==> config.mk <==
export PLATFORM = sky130hd
export DESIGN_NAME = window_limit_regs
export DESIGN_NICKNAME = d
export VERILOG_FILES = /design/src/logic/window_limit_pkg.sv /design/src/logic/pin_sync.sv /design/src/logic/window_channel.sv /design/src/logic/window_limit_regs.sv
export VERILOG_INCLUDE_DIRS = /design/src /design/src/logic
export SDC_FILE = /design/constraint.sdc
export NUM_CORES = 1
export LEC_CHECK = 0
export BUFFER_PORTS_ARGS = -buffer_cell sky130_fd_sc_hd__clkbuf_2
export CORE_ASPECT_RATIO = 0.8
export CORE_UTILIZATION = 40
export DETAILED_ROUTE_END_ITERATION = 7
export SYNTH_ARGS = -nofsm -noshare
export SYNTH_HDL_FRONTEND = slang
export SYNTH_SLANG_ARGS = --single-unit
==> constraint.sdc <==
create_clock -name CLOCK -period 4.2 [get_ports CLOCK]
set_input_delay 0.84 -clock CLOCK [delete_from_list [all_inputs] [get_ports CLOCK]]
set_output_delay 0.84 -clock CLOCK [all_outputs]
set_load 0.02 [all_outputs]
==> src/logic/window_limit_params.svh <==
// constants for the channel window limit register slice
`ifndef WINDOW_LIMIT_PARAMS_SVH
`define WINDOW_LIMIT_PARAMS_SVH

// register byte addresses
`define OFS_HIGH_LIMIT_UPPER_CH1        8'h25
`define OFS_LOW_NIBBLE_AND_COUNT_CH1    8'h26
`define OFS_LOW_LIMIT_UPPER_CH1         8'h27
`define OFS_HIGH_NIBBLE_AND_MARGIN_CH2  8'h28
`define OFS_HIGH_LIMIT_UPPER_CH2        8'h29
`define OFS_LOW_NIBBLE_AND_COUNT_CH2    8'h2a

// reset values
`define RST_HIGH_LIMIT_UPPER_CH1        8'hff
`define RST_LOW_NIBBLE_AND_COUNT_CH1    8'h00
`define RST_LOW_LIMIT_UPPER_CH1         8'h00
`define RST_HIGH_NIBBLE_AND_MARGIN_CH2  8'hf0
`define RST_HIGH_LIMIT_UPPER_CH2        8'hff
`define RST_LOW_NIBBLE_AND_COUNT_CH2    8'h00

// field positions inside the split registers
`define NIBBLE_HI_MSB                   7
`define NIBBLE_HI_LSB                   4
`define NIBBLE_LO_MSB                   3
`define NIBBLE_LO_LSB                   0
`define MARGIN_SHIFT                    3

// channel numbers as they arrive with a conversion result
`define CH_ONE                          3'h1
`define CH_TWO                          3'h2

// value returned for an address outside this slice
`define UNMAPPED_READ                   8'h00

`endif

==> src/logic/window_limit_pkg.sv <==
// types shared by the channel window limit register slice
package window_limit_pkg;

	typedef struct packed {
		logic        valid;
		logic [2:0]  channel;
		logic [11:0] result;
	} conv_sample_s;

	typedef struct packed {
		logic [7:0] high_upper;
		logic [3:0] high_nibble;
		logic [7:0] low_upper;
		logic [3:0] low_nibble;
		logic [3:0] margin;
		logic [3:0] repeat_count;
		logic       region_select;
		logic       digital;
	} limit_set_s;

	typedef struct packed {
		logic       hit;
		logic [2:0] index;
	} reg_slot_s;

	typedef enum {S_IDLE, S_RX, S_ACK_OUT, S_TX, S_ACK_IN} link_phase_e;

	typedef enum {K_ADDR, K_POINTER, K_DATA} byte_kind_e;

endpackage

==> src/logic/pin_sync.sv <==
// two-stage synchroniser for a group of pin inputs
`timescale 1ns/100ps

module pin_sync #(
	parameter int WIDTH = 2
) (
	input  wire logic             CLOCK,
	input  wire logic             RST,
	input  wire logic [WIDTH-1:0] PIN,
	output logic      [WIDTH-1:0] SYNCED
);

	typedef struct packed {
		logic [WIDTH-1:0] first;
		logic [WIDTH-1:0] second;
	} sync_s;

	sync_s st;
	sync_s next_st;

	always_comb begin
		next_st        = st;
		next_st.first  = PIN;
		next_st.second = st.first;
	end

	// idle bus level is high, so reset to ones to avoid a false start
	always_ff @(posedge CLOCK or posedge RST) begin
		if (RST) begin
			st <= '1;
		end else begin
			st <= next_st;
		end
	end

	assign SYNCED = st.second;

endmodule

==> src/logic/window_channel.sv <==
// digital window comparator with consecutive-sample counter for one channel
`timescale 1ns/100ps

module window_channel (
	input  wire logic                       CLOCK,
	input  wire logic                       RST,
	input  wire logic                       SAMPLE_VALID,
	input  wire logic [11:0]                RESULT,
	input  wire window_limit_pkg::limit_set_s LIMITS,
	input  wire logic                       FLAG_CLEAR,
	output logic                            EVENT_FLAG
);

	typedef struct packed {
		logic [3:0] count;
		logic       alarm;
		logic       flag;
	} chan_s;

	chan_s       st;
	chan_s       next_st;
	logic [11:0] high_limit;
	logic [11:0] low_limit;
	logic [11:0] margin;
	logic [11:0] high_release;
	logic [12:0] low_sum;
	logic [11:0] low_release;
	logic        outside_plain;
	logic        outside_held;
	logic        meets;

	always_comb begin
		high_limit = {LIMITS.high_upper, LIMITS.high_nibble};
		low_limit  = {LIMITS.low_upper, LIMITS.low_nibble};
		margin     = {5'h00, LIMITS.margin, 3'h0};
		high_release = (high_limit > margin) ? high_limit - margin : 12'h000;
		low_sum      = {1'b0, low_limit} + {1'b0, margin};
		low_release  = low_sum[12] ? 12'hfff : low_sum[11:0];
		outside_plain = (RESULT < low_limit) || (RESULT > high_limit);
		// once in alarm the window shrinks by the margin so noise near a limit holds it
		outside_held  = (RESULT < low_release) || (RESULT > high_release);
		if (LIMITS.digital) begin
			meets = LIMITS.region_select ? ~RESULT[0] : RESULT[0];
		end else if (LIMITS.region_select) begin
			meets = (RESULT > low_limit) && (RESULT < high_limit);
		end else begin
			meets = st.alarm ? outside_held : outside_plain;
		end
	end

	always_comb begin
		next_st = st;
		if (FLAG_CLEAR) begin
			next_st.flag = 1'b0;
		end
		if (SAMPLE_VALID) begin
			if (!meets) begin
				next_st.count = 4'h0;
				next_st.alarm = 1'b0;
			end else if (st.count >= LIMITS.repeat_count) begin
				next_st.flag  = 1'b1;
				next_st.alarm = 1'b1;
			end else begin
				next_st.count = st.count + 4'h1;
			end
		end
	end

	always_ff @(posedge CLOCK or posedge RST) begin
		if (RST) begin
			st <= '0;
		end else begin
			st <= next_st;
		end
	end

	assign EVENT_FLAG = st.flag;

endmodule

==> src/logic/window_limit_regs.sv <==
// limit registers for channels one and two, their serial port and comparators
`timescale 1ns/100ps
`include "window_limit_params.svh"

module window_limit_regs #(
	parameter logic [6:0] DEVICE_ADDRESS = 7'h2a  // arbitrary bus address
) (
	input  wire logic                          CLOCK,
	input  wire logic                          RST,
	input  wire logic                          SCL,
	input  wire logic                          SDA_IN,
	output logic                               SDA_OUT,
	output logic                               SDA_OE,
	input  wire window_limit_pkg::conv_sample_s SAMPLE,
	input  wire logic [7:0]                    HIGH_NIBBLE_AND_MARGIN_ONE,
	input  wire logic [7:0]                    LOW_LIMIT_TOP_BYTE_TWO,
	input  wire logic [1:0]                    REGION_SELECT,
	input  wire logic [1:0]                    DIGITAL_MODE,
	input  wire logic [1:0]                    FLAG_CLEAR,
	output logic [1:0]                         EVENT_FLAG
);

	localparam int REG_COUNT = 6;

	typedef struct packed {
		window_limit_pkg::link_phase_e phase;
		window_limit_pkg::byte_kind_e  kind;
		logic [2:0]                    bit_idx;
		logic                          byte_done;
		logic [7:0]                    shifter;
		logic [7:0]                    pointer;
		logic                          reading;
		logic                          sda_low;
		logic                          scl_prev;
		logic                          sda_prev;
		logic [REG_COUNT-1:0][7:0]     regs;
	} port_s;

	localparam port_s RESET_STATE = '{
		phase:     window_limit_pkg::S_IDLE,
		kind:      window_limit_pkg::K_ADDR,
		bit_idx:   3'h0,
		byte_done: 1'b0,
		shifter:   8'h00,
		pointer:   8'h00,
		reading:   1'b0,
		sda_low:   1'b0,
		scl_prev:  1'b1,
		sda_prev:  1'b1,
		regs:      {`RST_LOW_NIBBLE_AND_COUNT_CH2,
		            `RST_HIGH_LIMIT_UPPER_CH2,
		            `RST_HIGH_NIBBLE_AND_MARGIN_CH2,
		            `RST_LOW_LIMIT_UPPER_CH1,
		            `RST_LOW_NIBBLE_AND_COUNT_CH1,
		            `RST_HIGH_LIMIT_UPPER_CH1}
	};

	port_s                        st;
	port_s                        next_st;
	logic [1:0]                   pins;
	logic                         scl;
	logic                         sda;
	logic                         scl_rise;
	logic                         scl_fall;
	logic                         start_seen;
	logic                         stop_seen;
	window_limit_pkg::reg_slot_s  slot;
	logic [7:0]                   read_value;
	window_limit_pkg::limit_set_s limits_one;
	window_limit_pkg::limit_set_s limits_two;

	// one decode serves both the read path and the write path
	function automatic window_limit_pkg::reg_slot_s map_slot(input logic [7:0] addr);
		window_limit_pkg::reg_slot_s s;
		s.hit   = 1'b1;
		s.index = 3'h0;
		case (addr)
			`OFS_HIGH_LIMIT_UPPER_CH1: begin
				s.index = 3'h0;
			end
			`OFS_LOW_NIBBLE_AND_COUNT_CH1: begin
				s.index = 3'h1;
			end
			`OFS_LOW_LIMIT_UPPER_CH1: begin
				s.index = 3'h2;
			end
			`OFS_HIGH_NIBBLE_AND_MARGIN_CH2: begin
				s.index = 3'h3;
			end
			`OFS_HIGH_LIMIT_UPPER_CH2: begin
				s.index = 3'h4;
			end
			`OFS_LOW_NIBBLE_AND_COUNT_CH2: begin
				s.index = 3'h5;
			end
			default: begin
				s.hit = 1'b0;
			end
		endcase
		return s;
	endfunction

	pin_sync #(
		.WIDTH (2)
	) u_pin_sync (
		.CLOCK  (CLOCK),
		.RST    (RST),
		.PIN    ({SCL, SDA_IN}),
		.SYNCED (pins)
	);

	assign scl        = pins[1];
	assign sda        = pins[0];
	assign scl_rise   = scl & ~st.scl_prev;
	assign scl_fall   = ~scl & st.scl_prev;
	assign start_seen = scl & st.scl_prev & st.sda_prev & ~sda;
	assign stop_seen  = scl & st.scl_prev & ~st.sda_prev & sda;
	assign slot       = map_slot(st.pointer);
	assign read_value = slot.hit ? st.regs[slot.index] : `UNMAPPED_READ;

	always_comb begin
		next_st          = st;
		next_st.scl_prev = scl;
		next_st.sda_prev = sda;
		if (start_seen) begin
			// a repeated start keeps the pointer so a read can follow a pointer write
			next_st.phase     = window_limit_pkg::S_RX;
			next_st.kind      = window_limit_pkg::K_ADDR;
			next_st.bit_idx   = 3'h0;
			next_st.byte_done = 1'b0;
			next_st.sda_low   = 1'b0;
		end else if (stop_seen) begin
			next_st.phase   = window_limit_pkg::S_IDLE;
			next_st.sda_low = 1'b0;
		end else begin
			case (st.phase)
				window_limit_pkg::S_RX: begin
					if (scl_rise) begin
						next_st.shifter = {st.shifter[6:0], sda};
						next_st.bit_idx = st.bit_idx + 3'h1;
						if (st.bit_idx == 3'h7) begin
							next_st.byte_done = 1'b1;
						end
					end else if (scl_fall && st.byte_done) begin
						next_st.byte_done = 1'b0;
						next_st.phase     = window_limit_pkg::S_ACK_OUT;
						next_st.sda_low   = 1'b1;
						case (st.kind)
							window_limit_pkg::K_ADDR: begin
								next_st.reading = st.shifter[0];
								if (st.shifter[7:1] != DEVICE_ADDRESS) begin
									next_st.phase   = window_limit_pkg::S_IDLE;
									next_st.sda_low = 1'b0;
								end
							end
							window_limit_pkg::K_POINTER: begin
								next_st.pointer = st.shifter;
							end
							window_limit_pkg::K_DATA: begin
								if (slot.hit) begin
									next_st.regs[slot.index] = st.shifter;
								end
								next_st.pointer = st.pointer + 8'h01;
							end
							default: begin
								next_st.phase   = window_limit_pkg::S_IDLE;
								next_st.sda_low = 1'b0;
							end
						endcase
					end
				end
				window_limit_pkg::S_ACK_OUT: begin
					if (scl_fall) begin
						next_st.bit_idx = 3'h0;
						if (st.reading) begin
							next_st.phase   = window_limit_pkg::S_TX;
							next_st.shifter = read_value;
							next_st.sda_low = ~read_value[7];
							next_st.pointer = st.pointer + 8'h01;
						end else begin
							next_st.phase   = window_limit_pkg::S_RX;
							next_st.sda_low = 1'b0;
							next_st.kind    = (st.kind == window_limit_pkg::K_ADDR) ?
								window_limit_pkg::K_POINTER : window_limit_pkg::K_DATA;
						end
					end
				end
				window_limit_pkg::S_TX: begin
					if (scl_fall) begin
						next_st.bit_idx = st.bit_idx + 3'h1;
						if (st.bit_idx == 3'h7) begin
							next_st.phase     = window_limit_pkg::S_ACK_IN;
							next_st.sda_low   = 1'b0;
							next_st.byte_done = 1'b0;
						end else begin
							next_st.shifter = {st.shifter[6:0], 1'b0};
							next_st.sda_low = ~st.shifter[6];
						end
					end
				end
				window_limit_pkg::S_ACK_IN: begin
					if (scl_rise) begin
						next_st.byte_done = ~sda;
					end else if (scl_fall) begin
						next_st.bit_idx = 3'h0;
						if (st.byte_done) begin
							next_st.phase   = window_limit_pkg::S_TX;
							next_st.shifter = read_value;
							next_st.sda_low = ~read_value[7];
							next_st.pointer = st.pointer + 8'h01;
						end else begin
							// host said no more: release the line and wait for stop
							next_st.phase = window_limit_pkg::S_IDLE;
						end
						next_st.byte_done = 1'b0;
					end
				end
				default: begin
					next_st.sda_low = 1'b0;
				end
			endcase
		end
	end

	always_ff @(posedge CLOCK or posedge RST) begin
		if (RST) begin
			st <= RESET_STATE;
		end else begin
			st <= next_st;
		end
	end

	// open drain: the pad only ever pulls low
	assign SDA_OUT = 1'b0;
	assign SDA_OE  = st.sda_low;

	always_comb begin
		limits_one.high_upper    = st.regs[0];
		limits_one.high_nibble   = HIGH_NIBBLE_AND_MARGIN_ONE[`NIBBLE_HI_MSB:`NIBBLE_HI_LSB];
		limits_one.margin        = HIGH_NIBBLE_AND_MARGIN_ONE[`NIBBLE_LO_MSB:`NIBBLE_LO_LSB];
		limits_one.low_nibble    = st.regs[1][`NIBBLE_HI_MSB:`NIBBLE_HI_LSB];
		limits_one.repeat_count  = st.regs[1][`NIBBLE_LO_MSB:`NIBBLE_LO_LSB];
		limits_one.low_upper     = st.regs[2];
		limits_one.region_select = REGION_SELECT[0];
		limits_one.digital       = DIGITAL_MODE[0];
		limits_two.high_nibble   = st.regs[3][`NIBBLE_HI_MSB:`NIBBLE_HI_LSB];
		limits_two.margin        = st.regs[3][`NIBBLE_LO_MSB:`NIBBLE_LO_LSB];
		limits_two.high_upper    = st.regs[4];
		limits_two.low_nibble    = st.regs[5][`NIBBLE_HI_MSB:`NIBBLE_HI_LSB];
		limits_two.repeat_count  = st.regs[5][`NIBBLE_LO_MSB:`NIBBLE_LO_LSB];
		limits_two.low_upper     = LOW_LIMIT_TOP_BYTE_TWO;
		limits_two.region_select = REGION_SELECT[1];
		limits_two.digital       = DIGITAL_MODE[1];
	end

	window_channel u_channel_one (
		.CLOCK        (CLOCK),
		.RST          (RST),
		.SAMPLE_VALID (SAMPLE.valid && SAMPLE.channel == `CH_ONE),
		.RESULT       (SAMPLE.result),
		.LIMITS       (limits_one),
		.FLAG_CLEAR   (FLAG_CLEAR[0]),
		.EVENT_FLAG   (EVENT_FLAG[0])
	);

	window_channel u_channel_two (
		.CLOCK        (CLOCK),
		.RST          (RST),
		.SAMPLE_VALID (SAMPLE.valid && SAMPLE.channel == `CH_TWO),
		.RESULT       (SAMPLE.result),
		.LIMITS       (limits_two),
		.FLAG_CLEAR   (FLAG_CLEAR[1]),
		.EVENT_FLAG   (EVENT_FLAG[1])
	);

endmodule

# --- Yosys cells after proc, flatten, opt, wreduce, memory -nomap -nowiden ---
# Index checks and enable logic that the tools add are counted.
word_totals:
  ff_bits: 152
  input_bits: 42
  output_inout_bits: 4
  elab_cells: 237
op_classes:
  add_sub_neg: 8
  n_lt_le_gt_ge: 18
  n_eq_ne: 50
  n_mux: 86
  bitwise_logic: 17
  reduce_logical: 34
op_table:
  columns: ["operator", "count"]
  rows:
  - ["$mux W32", 9]
  - ["$pmux W32 S4", 1]
  - ["$eq A32 B2 Y1 const B", 3]
  - ["$gt A12 B12 Y1", 6]
  - ["$lt A12 B12 Y1", 6]
  - ["$mux W68", 1]
  - ["$mux W67", 1]
  - ["$eq A32 B1 Y1 const B", 2]
  - ["$logic_not A32 Y1", 2]
  - ["$mux W16", 4]
  - ["$pmux W32 S2", 1]
  - ["$mux W12", 5]
  - ["$mux W53", 1]
  - ["$bwmux W48", 1]
  - ["$eq A8 B6 Y1 const B", 6]
  - ["$ne A4 B4 Y1 const B", 11]
  - ["$mux W8", 5]
  - ["$eq A32 B3 Y1 const B", 1]
  - ["$mux W1", 32]
  - ["$pmux W8 S4", 1]
  - ["$ne A2 B2 Y1 const B", 15]
  - ["$reduce_and A7 Y1", 4]
  - ["$add A12 B7 Y13", 2]
  - ["$bmux W8 S3", 1]
  - ["other kinds (45)", 92]

# --- Logic depth before layout (Yosys ltp) ---
# Gate-level depths: netlist (run 1).
depth:
  depth_word: 12
  depth_mapped: 16
  depth_no_buf: 16

# --- Modules after synthesis ---
# Synthesis (run 1) repeated with hierarchy kept, for this count alone.
unflattened:
  cells_unflattened: 1024
  area_unflattened_um2: 9137.5
modules_own_cells:
  columns: ["mod", "n_inst", "cells_per_inst", "area_per_inst_um2", "seq_area_each_um2"]
  rows:
  - ["window_limit_regs", 1, 471, 4827.1, 1954.4]
  - ["window_channel", 2, 274, 2100.8, 150.1]
  - ["pin_sync", 1, 5, 108.9, 105.1]

# --- Worst setup path before layout (run 1) ---
# Ideal clock, no wire load.
synth_timing:
  path_type: "input port to flip-flop"
  start: "in LOW_LIMIT_TOP_BYTE_TWO[0]"
  end: "reg u_channel_two.st (netlist bit u_channel_two.EVENT_FLAG)"
  setup_time_ps: 151
  arrival_ps: 3475
  required_time_ps: 4049
  slack_ps: 574
  cell_stages: 15
  cell_sequence: "inv_1 -> fa_1 -> nor2b_1 -> o21ai_0 -> a211oi_1 -> and3_1 -> xnor2_1 -> nor2_1 -> ha_1 -> nand2_1 -> o21a_1 -> o211ai_1 -> o2111ai_1 -> o221ai_1 -> o221ai_1"
synth_lines:
  columns: ["item", "line", "source"]
  rows:
  - ["start: declaration", "window_limit_regs.sv:16", "input wire logic [7:0] LOW_LIMIT_TOP_BYTE_TWO,"]
  - ["end signal: assignment", "window_channel.sv:73", "st <= next_st;"]
  - ["end: declaration", "window_channel.sv:20", "chan_s st;"]

==> results of run 1 <==
-- area by class of cell --
type / instances / area [µm²] / area share, %
Timing Repair Buffer: 66 / 385 / 3.95
Clock inverter: 4 / 48.8 / 0.500
Sequential cell: 93 / 2360 / 24.2
Inverter: 89 / 337 / 3.45
Tap cell: 300 / 375 / 3.84
Multi-Input combinational cell: 811 / 6010 / 61.6
Clock buffer: 12 / 246 / 2.52
-- kinds of logic after synthesis --
family                   share of synthesized area, %
AND/OR/NAND/NOR                                  19.5
XOR/XNOR                                         2.86
AO/OA/AOI/OAI                                    20.2
adder cells (fa/ha/maj)                          19.5
buffers and inverters                            5.69
multiplexers                                     5.60
other                                          0.0422
flip-flops                                       26.6
-- worst max-delay path, cell delays in order, from the launching register on --
cell and delay (ps):
dfrtp_1 460, ha_1 220, inv_1 60, fa_1 400
nor2b_1 110, o21ai_0 110, a211oi_1 370, and3_1 220
xnor2_1 120, nor2_1 60, ha_1 320, nand2_1 60
o21a_1 210, o211ai_1 100, o2111ai_1 140, o221ai_1 560
o221ai_1 230
-- cells in the final DEF (no fill, tap or decap), types with 5 or more instances in the layout --
master,n
nand3b_1,7
mux2_2,29
ha_1,132
dfstp_2,26
a221oi_1,11
nor2b_1,24
nand2b_1,18
nor3_1,17
or3_1,5
a211oi_1,21
inv_1,88
and2_1,10
buf_4,22
dfrtp_1,67
a21oi_1,86
a31oi_1,5
mux2i_1,5
clkbuf_2,44
clkbuf_16,9
o221ai_1,5
o41ai_1,7
nand4_1,22
and3_1,12
o211ai_1,13
o2111ai_1,5
o21ai_0,60
nor2_1,64
mux2_4,8
o21a_1,5
a21o_1,19
xnor2_1,27
nand3_1,30
nand2_1,86
-- power by group through the flow --
stage	clock network (mW)	registers [mW]	logic (mW)
after floorplan	0	0.961	0.274
final	0.824	0.994	0.377
after CTS	0.843	0.994	0.375
after global placement	0	1.01	0.367
after global routing	0.876	0.998	0.428
after detailed placement	0	1.01	0.373
-- sequential cells by signal, indices dropped and copies added (netlist names) --
signal / flops
u_channel_two.EVENT_FLAG: 1
u_channel_one.st: 5
u_pin_sync.SYNCED: 2
u_channel_one.EVENT_FLAG: 1
limits_one: 24
u_channel_two.st: 5
u_pin_sync.next_st: 2
limits_two: 24
st: 28
SDA_OE: 1
-- stage by stage --
stage,instance area (µm²),TNS [ps],hold WS [ps]
final,9760,0,356
after global routing,9760,0,359
after CTS,9750,0,357
after detailed placement,9450,-29.9,347
after global placement,9450,0,347
after floorplan,8880,0,345
-- routing by layer --
metal | vias up | GRT usage (%) | share of wire, %
li1 | 3847 | - | -
met1 | 3714 | 36.2 | 54
met2 | 230 | 30.9 | 39
met3 | 18 | 4.50 | 6.3
met4 | 0 | 5.25 | 0.96
met5 | - | 0 | 0
-- worst paths after layout --
| path | cells after the start | to | from |
|---|---|---|---|
| min in group asynchronous | 2 | u_channel_one.st[2] | RST |
| worst min register to register | 0 | u_pin_sync.SYNCED[0] | u_pin_sync.next_st[0] |
| worst min-delay path | 0 | u_pin_sync.SYNCED[0] | u_pin_sync.next_st[0] |
| max in group asynchronous | 3 | limits_one[29] | RST |
| worst max-delay path | 16 | u_channel_two.EVENT_FLAG | limits_two[6] |
| worst max register to register | 16 | u_channel_two.EVENT_FLAG | limits_two[6] |
==> out/metrics.cfg, run 1 <==
[route]
drt_first_pass_iters=5
viasPerCell=5.68
routedWlPerCell_um=18.5
dr_total_vias=7809
wirelength_um=25400
remaining_drc_errors=0
antenna_left=0
drt_iter0_markers=639

[cts]
cts_buffer_depth=2
tritoncts=done
cts_hold_buf=0
root_buffer=clkbuf_16
cts_setup_buffers=0
clk_pin_slew_ps=70
cts_max_level=3
insertion_delay_ps=350
cts_resized=0
cts_buffers=9
cts.sinks=93

[worst_setup_path]
crit_path_start_kind=register
rrSetupSlack_ps=280
arrival_ps=4110
crit_type=reg2reg
worst-endpoint-required_ps=4390
end_kind=register
cp_max_fo=6

[run]
drv_cap=0

[synth]
synth_area_um2=8880
avgSynthCellArea_um2=8.59
seq_area_frac_synth_pct=26.6
synth_edf_count=0
ys_types=79
syn-instance-count=1033
ys_async_sr_fraction_pct=100
yosysTopAreaCell=dfrtp_1
yosysMostFrequentCell=ha_1
synthTopCellsByCount=ha_1, inv_1, a21oi_1, nand2_1, dfrtp_1
ys_ff_latch=93
synthesis.nets=1211
synthTopCellsByArea=dfrtp_1, ha_1, dfstp_2
synth-main-ff-cell=dfrtp_1
yosys_warnings=0
synth_top_area_share_pct=18.9

[floorplan]
num_rows=48
pin_count=46
die_area_um2=22800
fp.dieW_um=169
start_util_pct=40.9
coreArea_um2=21700
die_y_um=135

[timing]
fin_worst_skew_ps=7.00
slew_violations=0
final.min_clock_period_ps=3920
setup_viol=0
tightestPinTransition_ps=934
slew_headroom_pct=37.4
hold_viol=0
rsz0062_at_grt=false
fmax_mhz=255
setup_ws_ps=285
fin_crit_sh_pct=93.2

[pwr]
peakVddDrop_mv=0.194
combPwrFrac_pct=17.2
intPower_mw=1.57
seqPwrFrac_pct=45.3
finalPower_mw=2.20
leakage_nw=4.19
switching_share_pct=28.7
power_density_nw_per_um2=225
power.switching_mw=0.630
clkPwrFrac_pct=37.5

[final_layout]
fillers=2112
nets=1248
final_cells=1375
n_antenna_cell=0
drive_gt1_share_pct=15.3
post-route-util_pct=45.0
area_growth_pct=9.99

[global_route]
grtUsageTotal_pct=22.8
grt_pass1_wl_um=40100
grt_overflow=0
grt_max_degree=34
antenna_found_initial=0
grt_pass1_vias=7073

[placement]
place_inst=1357
port_buffers=44
hpwlAfterDp_um=19900
preCtsSetupSlack_ps=-29.9
gp_congestion=0.879

[outcome]
status=complete, no violations

[hold_path]
hold_path.class=reg2reg

(Power assumes the default switching activity.)
==> inputs of run 2 (changes only) <==
==> constraint.sdc (replaced) <==
create_clock -name CLOCK -period 4.2 [get_ports CLOCK]
set_input_delay 1.26 -clock CLOCK [delete_from_list [all_inputs] [get_ports CLOCK]]
set_output_delay 1.26 -clock CLOCK [all_outputs]
set_load 0.02 [all_outputs]
==> out/metrics.cfg, run 2 (synthesized netlist as in run 1, its figures left out) <==
[hold_path]
whs_endpoint=u_pin_sync.SYNCED[0]
min_from=u_pin_sync.next_st[0]
hold_path.class=reg2reg
hold_depth=0

[cts]
cts_setup_buffers=0
tritoncts=done
cts_hold_buf=0
clk_pin_slew_ps=60
root_buffer=clkbuf_16
insertion_delay_ps=350
cts_max_level=3
cts.sinks=93
cts_buffer_depth=2
cts_buffers=9

[global_route]
grt_pass1_vias=7279
antenna_found_initial=0
grt_overflow=0
grt_pass1_wl_um=41200
grtUsageTotal_pct=23.4
grt_max_degree=64

[worst_setup_path]
crit_path_start_kind=input pin
end_kind=register
worstReg2RegStart=limits_two[25]
crit_type=in2reg
rrSetupSlack_ps=410
cp_max_fo=6
arrival_ps=4190
reg2regPathDepth=15
worst-endpoint-required_ps=4400
timing.rr.end=u_channel_two.EVENT_FLAG

[pwr]
intPower_mw=1.51
switching_share_pct=29.0
peakVddDrop_mv=0.192
combPwrFrac_pct=18.2
power.switching_mw=0.620
clkPwrFrac_pct=35.1
power_density_nw_per_um2=216
leakage_nw=4.25
seqPwrFrac_pct=46.6

[floorplan]
start_util_pct=40.9
die_y_um=135
fp.dieW_um=169
pin_count=46
num_rows=48
coreArea_um2=21700
die_area_um2=22800

[route]
wirelength_um=25500
antenna_left=0
dr_total_vias=7865
drt_first_pass_iters=5
drt_iter0_markers=677
viasPerCell=5.65
remaining_drc_errors=0
routedWlPerCell_um=18.3

[placement]
gp_congestion=0.910
place_inst=1375
port_buffers=44
hpwlAfterDp_um=19800

[timing]
rsz0062_at_grt=false
setup_viol=0
hold_viol=0
tightestPinTransition_ps=949
fin_worst_skew_ps=9.79
tns_ps=0
slew_violations=0
fin_crit_sh_pct=95.2
fmax_mhz=250
final.min_clock_period_ps=4000
slew_headroom_pct=36.5

[outcome]
status=complete, no violations

[final_layout]
largest_register=st
n_antenna_cell=0
nets=1264
largest_register_ffs=28
area_growth_pct=11.4
final_cell_mix=ha_1, inv_1, nand2_1, a21oi_1, dfrtp_1
drive_gt1_share_pct=16.7
final_cells=1391
layout_commonest_cell=ha_1

[run]
drv_cap=0

==> run 2: changes by cell type in the layout (fill, tap and decap cells not counted), sizes merged <==
cell,change
clkbuf,+2
buf,+16
bufinv,-1
clkinv,-1
==> run 2: area by class of cell <==
class                   count  area [µm²]
repair buffers             82         518
fillers                  2160       11800
clock inverters             2        10.0
clock buffers              14         254
inverters                  89         337
multi-input cells         811        6030
flip-flops and latches     93        2360
well taps                 300         375
==> run 2: power by group through the flow <==
stage,Sequential (mW),Clock [mW],Combinational [mW]
3_3_place_gp,1.01,0,0.377
4_1_cts,0.993,0.777,0.387
5_1_grt,0.998,0.810,0.443
6_report,0.995,0.750,0.389
2_1_floorplan,0.961,0,0.274
3_5_place_dp,1.01,0,0.384
==> run 2: routing by layer <==
| layer | global-route usage [%] | wire length, µm |
|---|---|---|
| met3 | 4.53 | 1760 |
| met1 | 36.2 | 13200 |
| met2 | 33.6 | 10300 |
| met5 | 0 | 0 |
| met4 | 3.69 | 180 |
==> run 2: timing repair <==
action / 4_1_cts / 5_1_grt
endpoints found under the setup margin: 0 / 10
endpoints found under the hold margin: 0 / 0
gates resized for setup: 0 / 4
==> run 2: worst max-delay path by stage <==
stage | startpoint | to | slack [ps] | depth (start not counted)
final | HIGH_NIBBLE_AND_MARGIN_ONE[1] | u_channel_one.EVENT_FLAG | 200 | 18
after CTS | LOW_LIMIT_TOP_BYTE_TWO[0] | u_channel_two.EVENT_FLAG | 130 | 16
after detailed placement | LOW_LIMIT_TOP_BYTE_TWO[0] | u_channel_two.EVENT_FLAG | -260 | 16
after global routing | LOW_LIMIT_TOP_BYTE_TWO[0] | u_channel_two.EVENT_FLAG | 2 | 16
after floorplan | LOW_LIMIT_TOP_BYTE_TWO[0] | u_channel_two.EVENT_FLAG | 150 | 15
after global placement | LOW_LIMIT_TOP_BYTE_TWO[0] | u_channel_two.EVENT_FLAG | -210 | 16
==> run 2: stage by stage <==
step                instance area [µm²]  setup slack [ps]  utilization, %  hold WS, ps  power, mW
floorplan                          8880               154               -          345       1.24
global placement                   9600              -210            44.3          346       1.39
detailed placement                 9600              -257            44.3          348       1.39
CTS                                9870               134            45.5          357       2.16
global route                       9890              1.85            45.6          359       2.25
finish                             9890               203            45.6          356       2.13
==> run 2: worst max-delay path: stages <==
cell	delay, ps
clkbuf_2	90
inv_1	50
ha_1	310
nor3b_1	150
o21a_1	160
o21ai_0	150
nand2_1	100
a211o_1	320
buf_4	160
nand2_1	60
ha_1	240
a21oi_1	160
nand2_1	70
a21oi_1	170
a31oi_2	150
o221ai_1	230
buf_4	210
o221ai_1	130
==> inputs of run 3 (changes only) <==
BUFFER_PORTS_ARGS = -buffer_cell sky130_fd_sc_hd__buf_4   (was -buffer_cell sky130_fd_sc_hd__clkbuf_2)
==> out/metrics.cfg, run 3 (synthesized netlist as in run 1, its figures left out) <==
[timing]
fin_crit_sh_pct=96.5
tns_ps=0
slew_violations=0
setup_ws_ps=146
rsz0062_at_grt=true
setup_viol=0
tightestPinTransition_ps=931
fin_worst_skew_ps=8.96
final.min_clock_period_ps=4050
hold_viol=0
slew_headroom_pct=37.9
fmax_mhz=247
hold_slack_ps=355

[cts]
cts_resized=0
root_buffer=clkbuf_16
cts_max_level=3
cts_buffers=9
tritoncts=done
clk_pin_slew_ps=60
cts.sinks=93
cts_setup_buffers=0
insertion_delay_ps=360
cts_hold_buf=0
cts_buffer_depth=2

[global_route]
grt_pass1_vias=7117
grt_pass1_wl_um=40000
grt_max_degree=64
grt_overflow=0
grtUsageTotal_pct=22.7
antenna_found_initial=0

[floorplan]
pin_count=46
num_rows=48
start_util_pct=40.9
die_y_um=135
fp.dieW_um=169
coreArea_um2=21700
die_area_um2=22800

[placement]
port_buffers=44
preCtsSetupSlack_ps=-293
gp_congestion=0.933
hpwlAfterDp_um=19700
place_inst=1371

[final_layout]
drive_gt1_share_pct=16.5
layout_commonest_cell=ha_1
ff_latch_area_um2=2360
fillers=2137
largest_register_ffs=28
post-route-util_pct=46.0
final_cell_mix=ha_1, inv_1, nand2_1, a21oi_1, buf_4
final_cells=1387
multi_input_area_um2=6020
area_growth_pct=12.3
nets=1260
n_antenna_cell=0
largest_register=st

[route]
routedWlPerCell_um=18.2
drt_iter0_markers=606
viasPerCell=5.66
antenna_left=0
drt_first_pass_iters=4
wirelength_um=25300
dr_total_vias=7852
remaining_drc_errors=0

[worst_setup_path]
end_kind=register
cp_max_fo=6
rrSetupSlack_ps=300
crit_type=in2reg
critPathSlowestCell=a211o_1
timing.rr.end=u_channel_two.EVENT_FLAG
arrival_ps=4260
reg2regPathDepth=15
crit_path_max_incr_delay_ps=340
worst-endpoint-required_ps=4400
cp_cell_sequence=buf_4 -> inv_1 -> ha_1 -> nor3b_1 -> o21a_1 -> o21ai_0 -> nand2_1 -> a211o_1 -> buf_4 -> nand2_1 -> ha_1 -> a21oi_1 -> nand2_1 -> a21oi_1 -> a31oi_1 -> o221ai_1 -> buf_4 -> o221ai_1
crit_path_start_kind=input pin
worstReg2RegStart=limits_two[25]

[run]
drv_cap=0

[pwr]
seqPwrFrac_pct=45.4
power.switching_mw=0.631
combPwrFrac_pct=17.9
switching_share_pct=28.8
leakage_nw=4.27
power_density_nw_per_um2=220
intPower_mw=1.56
peakVddDrop_mv=0.195
clkPwrFrac_pct=36.7

[hold_path]
hold_path.class=reg2reg
whs_endpoint=u_pin_sync.SYNCED[1]
hold_depth=0
min_from=u_pin_sync.next_st[1]

[outcome]
status=complete, no violations

run 3: cell types whose count changed in the layout (fill, tap and decap cells not counted), sizes merged:
cell      previous run  this run
buf                 38        78
clkinv               2         5
clkbuf              58         9
bufinv               0         1
clkinvlp             0         1
run 3: layout make-up:
class / instances / share of cell area (%)
Timing Repair Buffer: 78 / 5.87
Inverter: 89 / 3.38
Clock inverter: 7 / 0.665
Clock buffer: 9 / 2.26
Multi-Input combinational cell: 811 / 60.4
Sequential cell: 93 / 23.7
Tap cell: 300 / 3.77
run 3: worst max-delay path by stage:
stage                                  start  slack (ps)                        to
2_1_floorplan      LOW_LIMIT_TOP_BYTE_TWO[0]         150  u_channel_two.EVENT_FLAG
3_3_place_gp       LOW_LIMIT_TOP_BYTE_TWO[0]        -220  u_channel_two.EVENT_FLAG
3_5_place_dp       LOW_LIMIT_TOP_BYTE_TWO[0]        -290  u_channel_two.EVENT_FLAG
4_1_cts            LOW_LIMIT_TOP_BYTE_TWO[0]          80  u_channel_two.EVENT_FLAG
5_1_grt            LOW_LIMIT_TOP_BYTE_TWO[0]         -20  u_channel_two.EVENT_FLAG
6_report       HIGH_NIBBLE_AND_MARGIN_ONE[1]         150  u_channel_one.EVENT_FLAG
run 3: power groups by stage:
stage          combinational (mW)  sequential, mW  clock, mW
2_1_floorplan               0.274           0.961          0
3_3_place_gp                0.384            1.01          0
4_1_cts                     0.391           0.993      0.826
5_1_grt                     0.445           0.999      0.860
6_report                    0.392           0.996      0.806
3_5_place_dp                0.388            1.01          0
run 3: layer usage:
metal | vias to the layer above | track usage (%) | share of wire (%)
met5 | - | 0 | 0
met2 | 216 | 32.0 | 40
li1 | 3880 | - | -
met1 | 3740 | 36.9 | 54
met4 | 0 | 4.65 | 0.93
met3 | 16 | 1.78 | 5.6
run 3: worst max-delay path, delay by kind of cell:
| kind | cells | cell delay [ps] |
|---|---|---|
| AO/OA/AOI/OAI | 8 | 1530 |
| adder cells (fa/ha/maj) | 2 | 560 |
| buffers and inverters | 4 | 530 |
| AND/OR/NAND/NOR | 4 | 370 |
run 3: metrics by stage:
stage | power (mW) | cell area [µm²]
floorplan | 1.24 | 8880
global placement | 1.39 | 9670
detailed placement | 1.40 | 9670
CTS | 2.21 | 9960
global route | 2.30 | 9970
finish | 2.19 | 9970
